### config.mk
export PLATFORM = sky130hd
export DESIGN_NAME = stp_traj
export DESIGN_NICKNAME = d
export VERILOG_FILES = /design/src/stp_pkg.sv /design/src/stp_traj.sv /design/src/stp_div.sv /design/src/stp_bcd.sv
export SDC_FILE = /design/constraint.sdc
export NUM_CORES = 2
export LEC_CHECK = 0
export BUFFER_PORTS_ARGS = -buffer_cell sky130_fd_sc_hd__buf_2
export CELL_PAD_IN_SITES_DETAIL_PLACEMENT = 1
export CELL_PAD_IN_SITES_GLOBAL_PLACEMENT = 1
export CORE_ASPECT_RATIO = 2
export CORE_MARGIN = 3
export CORE_UTILIZATION = 29
export DETAILED_ROUTE_END_ITERATION = 10
export PLACE_DENSITY_LB_ADDON = 0.1
export SETUP_SLACK_MARGIN = 0.02
export SKIP_CTS_REPAIR_TIMING = 1
export SYNTH_ARGS = -nofsm -noshare
export SYNTH_HDL_FRONTEND = slang
export SYNTH_SLANG_ARGS = --single-unit
export TNS_END_PERCENT = 30
### constraint.sdc
create_clock -name pclk -period 17.85 [get_ports pclk]
set_clock_uncertainty 0.1 [all_clocks]
set_input_delay 3.57 -clock pclk [delete_from_list [all_inputs] [get_ports pclk]]
set_output_delay 3.57 -clock pclk [all_outputs]
set_load 0.1 [all_outputs]
### src/stp_pkg.sv
package stp_pkg;

  // register byte offsets on the APB port
  localparam logic [11:0] OFF_CMD_POS   = 12'h000;
  localparam logic [11:0] OFF_MEAS_POS  = 12'h004;
  localparam logic [11:0] OFF_ACCEL     = 12'h008;
  localparam logic [11:0] OFF_DECEL     = 12'h00C;
  localparam logic [11:0] OFF_MAX_ACCEL = 12'h010;
  localparam logic [11:0] OFF_MOVE_DISTANCE_ADJUST      = 12'h014;
  localparam logic [11:0] OFF_STATUS    = 12'h018;
  localparam logic [11:0] OFF_SWITCH    = 12'h01C;
  localparam logic [11:0] OFF_ERR       = 12'h020;
  localparam logic [11:0] OFF_CTRL      = 12'h024;
  localparam logic [11:0] OFF_HOME      = 12'h028;
  localparam logic [11:0] OFF_UNIT      = 12'h02C;

  // control register fields
  localparam int CTRL_DRIVE_EN_BIT = 0;
  localparam int CTRL_GP_LSB       = 1;

  localparam logic [31:0] POS_MAX       = 32'h7FFF_FFFF;
  localparam logic [31:0] POS_MIN       = 32'h8000_0001;
  localparam logic [31:0] MAX_ACCEL_RST = 32'h0001_0000;
  localparam logic [31:0] ACCEL_RST     = MAX_ACCEL_RST >> 1;
  localparam logic [31:0] HOME_RST      = 32'h0000_0000;
  localparam logic [15:0] UNIT_RST      = 16'h0001;
  localparam logic [7:0]  ERR_NONE      = 8'h00;
  localparam logic [7:0]  ERR_ACCEL     = 8'h06;
  localparam logic [7:0]  ERR_DECEL     = 8'h07;

  // switch bank scan timing and sign digit, then the divider's last step
  localparam int CLK_PERIOD_NS    = 5;
  localparam int STROBE_SETTLE_NS = 10000;
  localparam int SETTLE_CYC       = (STROBE_SETTLE_NS + CLK_PERIOD_NS - 1) / CLK_PERIOD_NS;
  localparam logic [2:0] SIGN_DIGIT = 3'h7;
  localparam logic [5:0] DIV_LAST   = 6'h1F;

  typedef enum logic [1:0] {ST_IDLE, ST_DIV, ST_BCD, ST_HOLD} stp_state_e;

  typedef struct packed {
    logic        busy;
    logic        stopping;
    logic        index_move;
    logic        move_start;
    logic        homing_done;
    logic        cmd_upd;
    logic [31:0] cmd_val;
    logic [31:0] target;
  } stp_prof_in_s;

  typedef struct packed {
    logic [31:0] accel;
    logic [31:0] decel;
    logic [31:0] adj_target;
    logic        adj_load;
    logic        stop_req;
  } stp_prof_out_s;

endpackage

### src/stp_traj.sv
`timescale 1ns/100ps
// Notes on behaviour
// - commanded-position write loads only while the axis is not moving
// - commanded-position write during motion stalls the bus until motion ends, then applies
// - commanded position is signed counts held within plus or minus 2147483647
// - writing commanded position loads measured position with the same value
// - both positions clear to zero at reset
// - drive enable command copies measured position into commanded position
// - end of a homing move loads commanded position with the home value
// - commanded position reads back scaled from counts into user units
// - acceleration write of zero or less is rejected with error code 6
// - acceleration above the maximum is stored as the maximum
// - acceleration resets to half the maximum acceleration
// - acceleration may be written in motion, profiler takes it at next move
// - deceleration write of zero or less is rejected with error code 7
// - deceleration above the maximum is stored as the maximum
// - deceleration resets to half the maximum acceleration
// - deceleration may be written in motion, profiler takes it at next move
// - distance adjust during an index move lengthens or shortens its target
// - shortening behind the current position stops the move
// - distance adjust is ignored while the move is already stopping
// - distance read gives travel magnitude since the last move start
// - status reads one while motion is incomplete, zero once finished
// - switch read returns signed seven digits, strobing general outputs three to six
// - measured position covers plus or minus 2147483647 counts, read in user units
module stp_traj
  import stp_pkg::*;
(
  input  wire logic          pclk,
  input  wire logic          presetn,
  input  wire logic          ce,
  input  wire logic          psel,
  input  wire logic          penable,
  input  wire logic          pwrite,
  input  wire logic [11:0]   paddr,
  input  wire logic [31:0]   pwdata,
  output logic [31:0]        prdata,
  output logic               pready,
  output logic               pslverr,
  input  wire logic          enc_step,
  input  wire logic          enc_dir,
  input  wire stp_prof_in_s  prof_i,
  output stp_prof_out_s      prof_o,
  input  wire logic [3:0]    switch_digit,
  output logic [3:0]         switch_strobe_outputs
);

  typedef struct packed {
    stp_state_e    state;
    logic          pready;
    logic          pslverr;
    logic [31:0]   prdata;
    logic [31:0]   cmd_pos;
    logic [31:0]   meas_pos;
    logic [31:0]   accel;
    logic [31:0]   decel;
    logic [31:0]   max_accel;
    logic [31:0]   home_pos;
    logic [15:0]   unit;
    logic [7:0]    err;
    logic [31:0]   start_pos;
    logic [3:0]    gp_level;
    logic [3:0]    gp_out;
    logic          div_start;
    logic [31:0]   div_num;
    logic          bcd_start;
    stp_prof_out_s prof;
  } stp_traj_s;

  stp_traj_s   r;
  stp_traj_s   next_r;
  logic        div_done;
  logic [31:0] div_quo;
  logic        bcd_active;
  logic        bcd_done;
  logic [3:0]  bcd_strobe;
  logic [31:0] bcd_value;
  logic        access;
  logic [31:0] wr_counts;

  // user units to counts, saturated so -2^31 never appears
  function automatic logic [31:0] to_counts(input logic [31:0] v, input logic [15:0] u);
    logic signed [48:0] p;
    p = $signed({{17{v[31]}}, v}) * $signed({33'h0_0000_0000, u});
    if (p > $signed({17'h0_0000, POS_MAX})) begin
      return POS_MAX;
    end else if (p < $signed({{17{1'b1}}, POS_MIN})) begin
      return POS_MIN;
    end
    return p[31:0];
  endfunction

  // saturating signed add within the position range
  function automatic logic [31:0] sat_add(input logic [31:0] a, input logic [31:0] b);
    logic signed [32:0] s;
    s = $signed({a[31], a}) + $signed({b[31], b});
    if (s > $signed({1'b0, POS_MAX})) begin
      return POS_MAX;
    end else if (s < $signed({1'b1, POS_MIN})) begin
      return POS_MIN;
    end
    return s[31:0];
  endfunction

  function automatic logic [31:0] rate_clamp(input logic [31:0] v, input logic [31:0] max);
    return ($signed(v) > $signed(max)) ? max : v;
  endfunction

  assign access    = psel && penable && !r.pready;
  assign wr_counts = to_counts(pwdata, r.unit);

  always_comb begin
    logic [31:0] new_t;
    logic [31:0] diff;
    logic        dir_up;
    new_t = 32'h0000_0000;
    diff = 32'h0000_0000;
    dir_up = 1'b0;
    next_r = r;
    next_r.pready = 1'b0;
    next_r.pslverr = 1'b0;
    next_r.div_start = 1'b0;
    next_r.bcd_start = 1'b0;
    next_r.prof.adj_load = 1'b0;
    next_r.prof.stop_req = 1'b0;
    if (enc_step) begin
      next_r.meas_pos = sat_add(r.meas_pos, enc_dir ? 32'hFFFF_FFFF : 32'h0000_0001);
    end
    if (prof_i.cmd_upd) begin
      next_r.cmd_pos = prof_i.cmd_val;
    end
    if (prof_i.homing_done) begin
      next_r.cmd_pos = r.home_pos;
    end
    if (prof_i.move_start) begin
      // rates written mid-move wait here for the next move
      next_r.prof.accel = r.accel;
      next_r.prof.decel = r.decel;
      next_r.start_pos = r.meas_pos;
    end
    case (r.state)
      ST_IDLE: begin
        if (access && pwrite) begin
          next_r.pready = 1'b1;
          case (paddr)
            OFF_CMD_POS: begin
              if (prof_i.busy) begin
                next_r.pready = 1'b0;
                next_r.state = ST_HOLD;
              end else begin
                next_r.cmd_pos = wr_counts;
                next_r.meas_pos = wr_counts;
              end
            end
            OFF_ACCEL: begin
              if ($signed(pwdata) <= 0) begin
                // first error locks out later ones
                if (r.err == ERR_NONE) begin
                  next_r.err = ERR_ACCEL;
                end
              end else begin
                next_r.accel = rate_clamp(pwdata, r.max_accel);
              end
            end
            OFF_DECEL: begin
              if ($signed(pwdata) <= 0) begin
                if (r.err == ERR_NONE) begin
                  next_r.err = ERR_DECEL;
                end
              end else begin
                next_r.decel = rate_clamp(pwdata, r.max_accel);
              end
            end
            OFF_MAX_ACCEL: begin
              if ($signed(pwdata) > 0) begin
                next_r.max_accel = pwdata;
              end
            end
            OFF_MOVE_DISTANCE_ADJUST: begin
              if (prof_i.index_move && !prof_i.stopping) begin
                dir_up = $signed(prof_i.target) >= $signed(r.start_pos);
                new_t = sat_add(prof_i.target, dir_up ? wr_counts : 32'h0000_0000 - wr_counts);
                if (dir_up ? ($signed(new_t) < $signed(r.meas_pos)) : ($signed(new_t) > $signed(r.meas_pos))) begin
                  next_r.prof.stop_req = 1'b1;
                end else begin
                  next_r.prof.adj_target = new_t;
                  next_r.prof.adj_load = 1'b1;
                end
              end
            end
            OFF_CTRL: begin
              next_r.gp_level = pwdata[CTRL_GP_LSB +: 4];
              if (pwdata[CTRL_DRIVE_EN_BIT]) begin
                next_r.cmd_pos = r.meas_pos;
              end
            end
            OFF_HOME: begin
              next_r.home_pos = wr_counts;
            end
            OFF_UNIT: begin
              // zero would make reads divide by zero
              if (pwdata[15:0] != 16'h0000) begin
                next_r.unit = pwdata[15:0];
              end
            end
            OFF_MEAS_POS, OFF_STATUS, OFF_SWITCH, OFF_ERR: begin
            end
            default: begin
              next_r.pslverr = 1'b1;
            end
          endcase
        end else if (access) begin
          next_r.pready = 1'b1;
          next_r.prdata = 32'h0000_0000;
          case (paddr)
            OFF_CMD_POS, OFF_MEAS_POS, OFF_MOVE_DISTANCE_ADJUST: begin
              next_r.pready = 1'b0;
              next_r.div_start = 1'b1;
              next_r.state = ST_DIV;
              if (paddr == OFF_CMD_POS) begin
                next_r.div_num = r.cmd_pos;
              end else if (paddr == OFF_MEAS_POS) begin
                next_r.div_num = r.meas_pos;
              end else begin
                diff = sat_add(r.meas_pos, 32'h0000_0000 - r.start_pos);
                next_r.div_num = diff[31] ? 32'h0000_0000 - diff : diff;
              end
            end
            OFF_ACCEL:     next_r.prdata = r.accel;
            OFF_DECEL:     next_r.prdata = r.decel;
            OFF_MAX_ACCEL: next_r.prdata = r.max_accel;
            OFF_STATUS:    next_r.prdata = {31'h0000_0000, prof_i.busy};
            OFF_SWITCH: begin
              next_r.pready = 1'b0;
              next_r.bcd_start = 1'b1;
              next_r.state = ST_BCD;
            end
            OFF_ERR: begin
              next_r.prdata = {24'h00_0000, r.err};
              next_r.err = ERR_NONE;
            end
            OFF_CTRL:      next_r.prdata = {27'h000_0000, r.gp_level, 1'b0};
            OFF_HOME:      next_r.prdata = r.home_pos;
            OFF_UNIT:      next_r.prdata = {16'h0000, r.unit};
            default:       next_r.pslverr = 1'b1;
          endcase
        end
      end
      ST_DIV: begin
        if (div_done) begin
          next_r.prdata = div_quo;
          next_r.pready = 1'b1;
          next_r.state = ST_IDLE;
        end
      end
      ST_BCD: begin
        if (bcd_done) begin
          next_r.prdata = bcd_value;
          next_r.pready = 1'b1;
          next_r.state = ST_IDLE;
        end
      end
      ST_HOLD: begin
        // master holds pwdata, so it is applied once motion ends
        if (!prof_i.busy) begin
          next_r.cmd_pos = wr_counts;
          next_r.meas_pos = wr_counts;
          next_r.pready = 1'b1;
          next_r.state = ST_IDLE;
        end
      end
      default: next_r.state = ST_IDLE;
    endcase
    next_r.gp_out = bcd_active ? bcd_strobe : next_r.gp_level;
  end

  always_ff @(posedge pclk or negedge presetn) begin
    if (!presetn) begin
      r <= '0;
      r.state <= ST_IDLE;
      r.accel <= ACCEL_RST;
      r.decel <= ACCEL_RST;
      r.max_accel <= MAX_ACCEL_RST;
      r.home_pos <= HOME_RST;
      r.unit <= UNIT_RST;
      r.prof.accel <= ACCEL_RST;
      r.prof.decel <= ACCEL_RST;
    end else if (ce) begin
      r <= next_r;
    end
  end

  stp_div u_div (
    .pclk    (pclk),
    .presetn (presetn),
    .ce      (ce),
    .start   (r.div_start),
    .num     (r.div_num),
    .den     (r.unit),
    .done    (div_done),
    .quo     (div_quo)
  );

  stp_bcd u_bcd (
    .pclk      (pclk),
    .presetn   (presetn),
    .ce        (ce),
    .start     (r.bcd_start),
    .digit_pin (switch_digit),
    .strobe    (bcd_strobe),
    .active    (bcd_active),
    .done      (bcd_done),
    .value     (bcd_value)
  );

  assign prdata                = r.prdata;
  assign pready                = r.pready;
  assign pslverr               = r.pslverr;
  assign prof_o                = r.prof;
  assign switch_strobe_outputs = r.gp_out;

  logic wr_now;
  assign wr_now = ce && access && pwrite && r.state == ST_IDLE;
endmodule // stp_traj

### src/stp_div.sv
`timescale 1ns/100ps
module stp_div
  import stp_pkg::*;
(
  input  wire logic        pclk,
  input  wire logic        presetn,
  input  wire logic        ce,
  input  wire logic        start,
  input  wire logic [31:0] num,
  input  wire logic [15:0] den,
  output logic             done,
  output logic [31:0]      quo
);

  typedef struct packed {
    logic        busy;
    logic        neg;
    logic        done;
    logic [5:0]  cnt;
    logic [16:0] rem;
    logic [31:0] quo;
  } stp_div_s;

  stp_div_s r;
  stp_div_s next_r;

  // restoring division on the magnitude, sign put back at the end
  always_comb begin
    logic [16:0] sh;
    logic [31:0] q;
    sh = 17'h0_0000;
    q = 32'h0000_0000;
    next_r = r;
    next_r.done = 1'b0;
    if (start) begin
      next_r.busy = 1'b1;
      next_r.cnt = 6'h00;
      next_r.rem = 17'h0_0000;
      next_r.neg = num[31];
      next_r.quo = num[31] ? 32'h0000_0000 - num : num;
    end else if (r.busy) begin
      sh = {r.rem[15:0], r.quo[31]};
      q = {r.quo[30:0], 1'b0};
      if (sh >= {1'b0, den}) begin
        sh = sh - {1'b0, den};
        q[0] = 1'b1;
      end
      next_r.rem = sh;
      next_r.quo = q;
      next_r.cnt = r.cnt + 6'h01;
      if (r.cnt == DIV_LAST) begin
        next_r.busy = 1'b0;
        next_r.done = 1'b1;
        next_r.quo = r.neg ? 32'h0000_0000 - q : q;
      end
    end
  end

  always_ff @(posedge pclk or negedge presetn) begin
    if (!presetn) begin
      r <= '0;
    end else if (ce) begin
      r <= next_r;
    end
  end

  assign done = r.done;
  assign quo  = r.quo;

endmodule // stp_div

### src/stp_bcd.sv
`timescale 1ns/100ps
module stp_bcd
  import stp_pkg::*;
(
  input  wire logic        pclk,
  input  wire logic        presetn,
  input  wire logic        ce,
  input  wire logic        start,
  input  wire logic [3:0]  digit_pin,
  output logic [3:0]       strobe,
  output logic             active,
  output logic             done,
  output logic [31:0]      value
);

  typedef struct packed {
    logic [3:0]  sync1;
    logic [3:0]  sync2;
    logic        active;
    logic        done;
    logic [2:0]  idx;
    logic [10:0] cnt;
    logic [23:0] acc;
    logic [3:0]  strobe;
    logic [31:0] value;
  } stp_bcd_s;

  stp_bcd_s r;
  stp_bcd_s next_r;

  // seven digits most significant first, then the sign digit
  always_comb begin
    logic [3:0] d;
    d = (r.sync2 > 4'h9) ? 4'h9 : r.sync2;
    next_r = r;
    next_r.sync1 = digit_pin;
    next_r.sync2 = r.sync1;
    next_r.done = 1'b0;
    if (start && !r.active) begin
      next_r.active = 1'b1;
      next_r.idx = 3'h0;
      next_r.cnt = 11'h000;
      next_r.acc = 24'h00_0000;
      next_r.strobe = 4'h8;
    end else if (r.active) begin
      if (r.cnt == 11'(SETTLE_CYC - 1)) begin
        next_r.cnt = 11'h000;
        if (r.idx == SIGN_DIGIT) begin
          next_r.active = 1'b0;
          next_r.done = 1'b1;
          next_r.strobe = 4'h0;
          next_r.value = (r.sync2 != 4'h0) ? 32'h0000_0000 - {8'h00, r.acc} : {8'h00, r.acc};
        end else begin
          next_r.acc = {r.acc[20:0], 3'h0} + {r.acc[22:0], 1'b0} + {20'h0_0000, d};
          next_r.idx = r.idx + 3'h1;
          next_r.strobe = {1'b1, r.idx + 3'h1};
        end
      end else begin
        next_r.cnt = r.cnt + 11'h001;
      end
    end
  end

  always_ff @(posedge pclk or negedge presetn) begin
    if (!presetn) begin
      r <= '0;
    end else if (ce) begin
      r <= next_r;
    end
  end

  assign strobe = r.strobe;
  assign active = r.active;
  assign done   = r.done;
  assign value  = r.value;

endmodule // stp_bcd

==> After elaboration in Yosys (flattened, before gate mapping) <==
Index checks and enable logic that the tools add are counted.
{ "classes": {"add_sub_neg": 15, "multipliers": 1, "order_cmp": 16, "n_eq_ne": 32, "n_mux": 133, "bitwise_logic": 4, "reduce_logical": 38} }
{ "op_table": {"columns": ["op", "count"], "rows": [
  ["two-way mux 32 bit", 48],
  ["case mux 32 bit (8 select lines)", 1],
  ["two-way mux 208 bit", 1],
  ["subtractor 1 x 32 -> 32 bit (first input constant)", 5],
  ["case mux 64 bit (2 select lines)", 1],
  ["two-way mux 34 bit", 3],
  ["adder 32 x 32 -> 33 bit", 3],
  ["greater-than comparator 33 x 32 -> 1 bit (second input constant)", 3],
  ["less-than comparator 33 x 32 -> 1 bit (second input constant)", 3],
  ["case mux 32 bit (3 select lines)", 1],
  ["two-way mux 76 bit", 1],
  ["greater-than comparator 32 bit", 2],
  ["two-way mux 64 bit", 1],
  ["case mux 32 bit (2 select lines)", 1],
  ["two-way mux 60 bit", 1],
  ["two-way mux 56 bit", 1],
  ["two-way mux 8 bit", 7],
  ["two-way mux 55 bit", 1],
  ["greater-than comparator 49 x 32 -> 1 bit (second input constant)", 1],
  ["less-than comparator 49 x 32 -> 1 bit (second input constant)", 1],
  ["multiplier 32 x 17 -> 49 bit", 1],
  ["== test 12 x 5 -> 1 bit (second input constant)", 4],
  ["== test 12 x 6 -> 1 bit (second input constant)", 4],
  ["two-way mux 42 bit", 1],
  ["58 further kinds", 143]
]} }
{ "totals": {"register_bits": 565, "input_bits": 126, "output_inout_bits": 136} }

==> Longest topological paths before layout <==
{ "depth": {"ltp_word": 27, "depth_mapped": 68} }

==> Cells and area by module <==
Synthesis repeated with hierarchy kept, for this count alone.
{ "hier_totals": {"cells_unflattened": 7538, "hier_area_um2": 62660.1} }
{ "modules_own_cells": {"columns": ["mod", "n_inst", "cells_per_inst", "area_per_inst_um2"], "rows": [
  ["stp_traj", 1, 6347, 52540.4],
  ["stp_bcd", 1, 591, 5281.3],
  ["stp_div", 1, 600, 4838.4]
]} }

==> Worst setup path after synthesis <==
No wires, ideal clock.
{ "synth_timing": {"kind": "input to register", "from": "input port pwdata[31]", "to": "register r, in the netlist prof_o[5]", "setup_ns": 0.067, "arrival_ns": 18.542, "t_required_ns": 17.683, "path_slack_ns": -0.859, "cell_stages": 59, "n_path_buf": 6, "path_cell_list": "clkbuf_1 > clkbuf_1 > nand2_1 > fa_1 > inv_1 > fa_1 > fa_1 > fa_1 > fa_1 > inv_1 > fa_1 > inv_1 > ha_1 > clkbuf_1 > inv_1 > nor3_1 > nand2_1 > or4_1 > (+23 left out) > clkbuf_1 > o21ai_0 > nand2_1 > ha_1 > a21o_1 > a21o_1 > a21oi_1 > o21ai_0 > a211oi_1 > o22ai_1 > or3b_2 > a211o_1 > a21oi_1 > mux2i_1 > nor2_1 > o21a_1 > clkbuf_1 > a221o_1"} }
{ "synth_between": {"elab_chain_len": 24} }
{ "synth_lines": {"columns": ["item", "line", "source"], "rows": [
  ["start: declaration", "stp_traj.sv:36", "input wire logic [31:0] pwdata,"],
  ["multiplier 32 x 17 -> 49 bit *", "stp_traj.sv:84", "p = $signed({{17{v[31]}}, v}) * $signed({33'h0_0000_0000, u});"],
  ["less-than comparator 49 x 32 -> 1 bit", "stp_traj.sv:87", "end else if (p < $signed({{17{1'b1}}, POS_MIN})) begin"],
  ["two-way mux 1 bit", "stp_traj.sv:87", null],
  ["two-way mux 1 bit", "stp_traj.sv:85", "if (p > $signed({17'h0_0000, POS_MAX})) begin"],
  ["two-way mux 32 bit *", "stp_traj.sv:90", "return p[31:0];"],
  ["subtractor 1 x 32 -> 32 bit", "stp_traj.sv:182", "new_t = sat_add(prof_i.target, dir_up ? wr_counts : 32'h0000_0000 - wr_counts);"],
  ["two-way mux 32 bit *", "stp_traj.sv:182", null],
  ["adder 32 x 32 -> 33 bit *", "stp_traj.sv:96", "s = $signed({a[31], a}) + $signed({b[31], b});"],
  ["(+8 left out)", null, null],
  ["two-way mux 32 bit *", "stp_traj.sv:180", "if (prof_i.index_move && !prof_i.stopping) begin"],
  ["two-way mux 32 bit *", "stp_traj.sv:145", "case (paddr)"],
  ["two-way mux 32 bit *", "stp_traj.sv:143", "if (access && pwrite) begin"],
  ["two-way mux 32 bit *", "stp_traj.sv:141", "case (r.state)"],
  ["greater-than comparator 32 bit or less-than comparator 32 bit (tied branches)", "stp_traj.sv:183", "if (dir_up ? ($signed(new_t) < $signed(r.meas_pos)) : ($signed(new_t) > $signed(r.meas_pos))) begin"],
  ["two-way mux 1 bit", "stp_traj.sv:183", null],
  ["NOT 1 bit (no line)", null, null],
  ["AND reduction 6 bit (no line)", null, null],
  ["end signal: assignment", "stp_traj.sv:289", "r <= next_r;"],
  ["end: declaration", "stp_traj.sv:70", "stp_traj_s r;"]
]} }
Mark *: on every way between the ends. The rest lies on a longest branch, timed or not. The select of a mux whose other input is x is not followed.
A chain may end at the register's enable or synchronous reset.

==> Final worst setup path <==
{ "layout_timing": {"from": "input port pwdata[16]", "to": "register r, in the netlist prof_o[7]"} }
The elaborated chain is that of the path after synthesis.

==> results.txt <==
The flow ran to the end, and the final reports show no timing, DRC or antenna violations. Of the available clock period, the critical path in the final layout requires 96.94%. The register-to-register setup slack is 2.23 ns. TritonCTS built the clock tree.

The number of input and output port buffers inserted is between 200 and 300. The count of unique library cells instantiated by Yosys came out at 97. The transition time of the tightest slew-check pin came out at 1.323 ns.

After global routing the overflow that remains totals 0. The normalized max-slew margin is about 11%. In this run the standard cell core region covers between 200000 and 250000 um^2. The worst setup path endpoint is prof_o[7]. The per-cell via count in the routed design came out at 5.351. The clock latency on the worst-skew pair is 0.73 ns.

The number of filler instances in the final layout is around 25000. CTS saw 552 sinks. The area of combinational cells with multiple inputs came out at 43020 um^2. The initial core utilization came out at 29.15%. The cell count after placement came out at between 10000 and 15000. The CTS clock-pin slew for the worst setup and hold paths came out at 0.07 ns. The final worst hold slack came out at approximately 0.37 ns. The kind of end point of the critical path is a flop. The data arrival at the endpoint of the critical path came out at about 18 ns. The antenna violation net count after detailed routing is 0.

The path class of the tightest hold or removal check is reg -> reg. The layout overhead on the synthesized area is 21.73%. The I/O pin count came out at 262.

Entering global routing, the biggest net connects 145 pins. The most critical setup path has its startpoint at pwdata[16]. The number of nets in the layout came out at 8872. For this design, the slowest cell found on the critical path is sky130_fd_sc_hd__fa_1. The area of the mapped netlist is 60770 um^2. The global placement routability congestion is 0.9443. The aggregate routed wire length came out at 317.6 mm. The post-synthesis instance total came out at 7209.

The via count of the first global-routing pass came out at around 63000. The startpoint type of the worst setup path is an input port. The total via count after detailed routing is 57160. The initial DRC count came out at around 2700. The count of max-cap constraint violations came out at 0. Counting the buffers created by CTS gives 66. The post-synthesis register bit count is 552. The total setup violations reported at the end of the flow came out at 0. The shortest period the worst path allows is between 15 and 20 ns. The longest clock path from root to sink contains 3 buffers. The average size of a mapped cell is 8.430 um^2. The instance area at placement is roughly 70000 um^2. The worst stage delay on the critical path came out at 0.54 ns. The die is 653.4 um tall. The total track usage came out at 29.14%. The capturing point of the worst reg2reg path is prof_o[7]. The worst reg-to-reg path cell count is 62. The hold violation count in the final report is 0. The depth of the CTS H-tree is 3. In this run the static leakage power is between 0.03 and 0.04 uW. Before antenna repair, the detailed router went through 7 iterations. The average detailed-routed wire length per instance is 29.74 um. The worst setup path is of the in -> reg kind. The sequential cell area came out at 13830 um^2.

The die covers 215400 um^2. The post-route netlist has between 20% and 30% of its cells at a drive strength greater than 1. In this run the number of cells on the critical path is 62. Counting flops with a built-in enable in the synthesized netlist gives 0. The sequential area share after synthesis is 22.74%. The filler-free cell count of the finished design came out at 10680.

The cell sitting at the root of the clock tree is a sky130_fd_sc_hd__clkbuf_16. The first global-routing pass estimated 451.1 mm of wire. The number of nets in the synthesized netlist is 8213. Cells fill 35.49% of the core in the end. In the synthesized netlist the async set-or-reset flop fraction comes to 100.0%. The number of buffers and inverters on the critical path is 14. In this run the worst path has a maximum fanout of 13.

The Yosys step of the flow raised 0 warnings. The number of slew-limit violations in the final report is 0. The number of antenna violations at the first check in global routing is 28. Derived from the worst setup path, the maximum achievable clock frequency is about 58 MHz. The width of the die is between 300 and 400 um. In the synthesized netlist the dominant register cell turns out to be sky130_fd_sc_hd__dfrtp_1. The final design instance area without fill came out at 73980 um^2.

In this run the critical register-to-register path is launched from r[184]. The remaining routing DRC violations is 0. Timing analysis after detailed placement gives a worst setup slack of -2.387 ns. The data required time of the critical path is 18.33 ns.

Dividing total power by cell area gives a power density of about 100 nW/um^2. The final worst-path setup slack came out at between 0.5 and 0.6 ns. On the critical path the largest part of the delay comes from compound AO/OA/AOI/OAI gates. The worst ir drop on vdd came out at around 0.098 mV. After legalization and detailed placement, the total HPWL measured 264.6 mm. The cell row count came out at between 200 and 250.
[kinds of logic after synthesis]
kind of cell	after synthesis	share of synthesized area, %
buffers and inverters	1333	9.090
flip-flops	552	22.74
multiplexers	251	4.437
XOR/XNOR	260	3.747
AND/OR/NAND/NOR	2176	17.06
adder cells (fa/ha/maj)	886	24.32
AO/OA/AOI/OAI	1751	18.60
[flip-flops by register name, indices dropped and copies added, names as in the netlist]
signal,flops
r,282
prof_o,98
u_bcd.r,42
prdata,32
u_div.quo,32
u_bcd.value,25
u_div.r,24
switch_strobe_outputs,4
u_bcd.next_r,4
u_bcd.strobe,4
pready,1
pslverr,1
u_bcd.active,1
u_bcd.done,1
u_div.done,1
[worst min-delay path, cell delays in order (launching register included)]
cell                      delay (ns)
sky130_fd_sc_hd__dfrtp_1        0.33
sky130_fd_sc_hd__nand2_1        0.05
sky130_fd_sc_hd__o21ai_0        0.06
[worst min path at each step]
| stage | startpoint | slack (ns) | endpoint | cells past startpoint |
|---|---|---|---|---|
| final | prdata[3] | 0.37 | prdata[3] | 2 |
| after global routing | prdata[17] | 0.40 | prdata[17] | 2 |
| after CTS | prdata[17] | 0.38 | prdata[17] | 2 |
| after detailed placement | prdata[17] | 0.37 | prdata[17] | 2 |
| after global placement | prdata[7] | 0.36 | prdata[7] | 2 |
| after floorplan | u_bcd.r[69] | 0.34 | u_bcd.r[69] | 1 |
[report_power, final]
part	internal, uW	switching, uW	leakage [uW]
logic	1560	3050	0.0266
registers	1340	175	0.00740
clock network	853	671	0.00112
total	3750	3890	0.0351
[per-stage QoR]
stage | setup TNS (ns) | total power (uW)
6_report | 0 | 7639
3_5_place_dp | -73.91 | 5975
3_3_place_gp | -66.27 | 5934
4_1_cts | -52.73 | 7539
5_1_grt | -0.5782 | 8020
2_1_floorplan | 0 | 3943
[cell usage after synthesis, types with 15 or more instances]
master | n | area [um^2]
sky130_fd_sc_hd__nand3_1 | 109 | 545.5
sky130_fd_sc_hd__buf_1 | 17 | 63.81
sky130_fd_sc_hd__ha_1 | 383 | 4792
sky130_fd_sc_hd__xor2_1 | 90 | 788.3
sky130_fd_sc_hd__nor4_1 | 55 | 344.1
sky130_fd_sc_hd__and3_1 | 48 | 300.3
sky130_fd_sc_hd__o22ai_1 | 24 | 150.1
sky130_fd_sc_hd__a21o_1 | 102 | 765.7
sky130_fd_sc_hd__o21bai_1 | 26 | 195.2
sky130_fd_sc_hd__and2_1 | 252 | 1577
sky130_fd_sc_hd__mux2_2 | 147 | 1655
sky130_fd_sc_hd__a22oi_1 | 101 | 758.2
sky130_fd_sc_hd__a2111oi_0 | 17 | 148.9
sky130_fd_sc_hd__a21oi_1 | 428 | 2142
sky130_fd_sc_hd__o21a_1 | 46 | 345.3
sky130_fd_sc_hd__fa_1 | 495 | 9910
sky130_fd_sc_hd__o21ai_0 | 482 | 2412
sky130_fd_sc_hd__a21boi_0 | 15 | 112.6
sky130_fd_sc_hd__buf_4 | 135 | 1013
sky130_fd_sc_hd__or3_1 | 49 | 306.5
sky130_fd_sc_hd__a22o_1 | 42 | 367.9
sky130_fd_sc_hd__a221o_1 | 38 | 380.4
sky130_fd_sc_hd__or2_2 | 23 | 143.9
sky130_fd_sc_hd__nand4_1 | 77 | 481.7
sky130_fd_sc_hd__xnor2_1 | 170 | 1489
sky130_fd_sc_hd__nand2_1 | 883 | 3314
sky130_fd_sc_hd__a31oi_1 | 64 | 400.4
sky130_fd_sc_hd__nor2_1 | 363 | 1363
sky130_fd_sc_hd__o311ai_0 | 16 | 140.1
sky130_fd_sc_hd__nand2b_1 | 51 | 319.1
sky130_fd_sc_hd__o41ai_1 | 17 | 148.9
sky130_fd_sc_hd__nor2b_1 | 42 | 262.8
sky130_fd_sc_hd__o211ai_1 | 45 | 337.8
sky130_fd_sc_hd__a211o_1 | 21 | 183.9
sky130_fd_sc_hd__nor3_1 | 136 | 680.7
sky130_fd_sc_hd__dfrtp_1 | 546 | 13660
sky130_fd_sc_hd__o31ai_1 | 54 | 405.4
sky130_fd_sc_hd__inv_1 | 803 | 3014
sky130_fd_sc_hd__or4_1 | 24 | 180.2
sky130_fd_sc_hd__clkbuf_1 | 369 | 1385
sky130_fd_sc_hd__a211oi_1 | 42 | 315.3
sky130_fd_sc_hd__mux2i_1 | 104 | 1041
[layout by cell type (no fill, tap or decap), types with 51 or more instances in the layout]
master and instances:
sky130_fd_sc_hd__a22oi_1 101, sky130_fd_sc_hd__nand4_1 77, sky130_fd_sc_hd__nor3_1 119, sky130_fd_sc_hd__mux2i_1 104
sky130_fd_sc_hd__a21oi_1 406, sky130_fd_sc_hd__nor2_1 348, sky130_fd_sc_hd__xnor2_1 161, sky130_fd_sc_hd__o21ai_0 462
sky130_fd_sc_hd__nand3_1 103, sky130_fd_sc_hd__nand2_1 861, sky130_fd_sc_hd__dfrtp_1 541, sky130_fd_sc_hd__a31oi_1 63
sky130_fd_sc_hd__buf_2 232, sky130_fd_sc_hd__o31ai_1 51, sky130_fd_sc_hd__a21o_1 101, sky130_fd_sc_hd__fa_1 461
sky130_fd_sc_hd__mux2_2 147, sky130_fd_sc_hd__and2_1 233, sky130_fd_sc_hd__xor2_1 86, sky130_fd_sc_hd__ha_1 354
sky130_fd_sc_hd__inv_1 780, sky130_fd_sc_hd__clkbuf_16 69, sky130_fd_sc_hd__buf_4 811
[layout make-up]
type,count,area share [%]
multi-input combinational,5325,58.16
antenna,17,0.05751
sequential,552,18.69
clock inverter,34,0.6935
tap,2748,4.648
clock buffer,83,2.414
inverter,806,4.090
timing repair buffer,1117,11.25
[routing by layer]
layer	vias to the layer above	global-route usage, %	wire length [um]	share of wire [%]
li1	25850	-	-	-
met1	29270	27.12	102900	32
met2	1324	54.53	166900	53
met3	699	3.819	11470	3.6
met4	18	26.32	36270	11
met5	-	0	131	0.041
No activity file was read; power rests on OpenSTA's default activity.
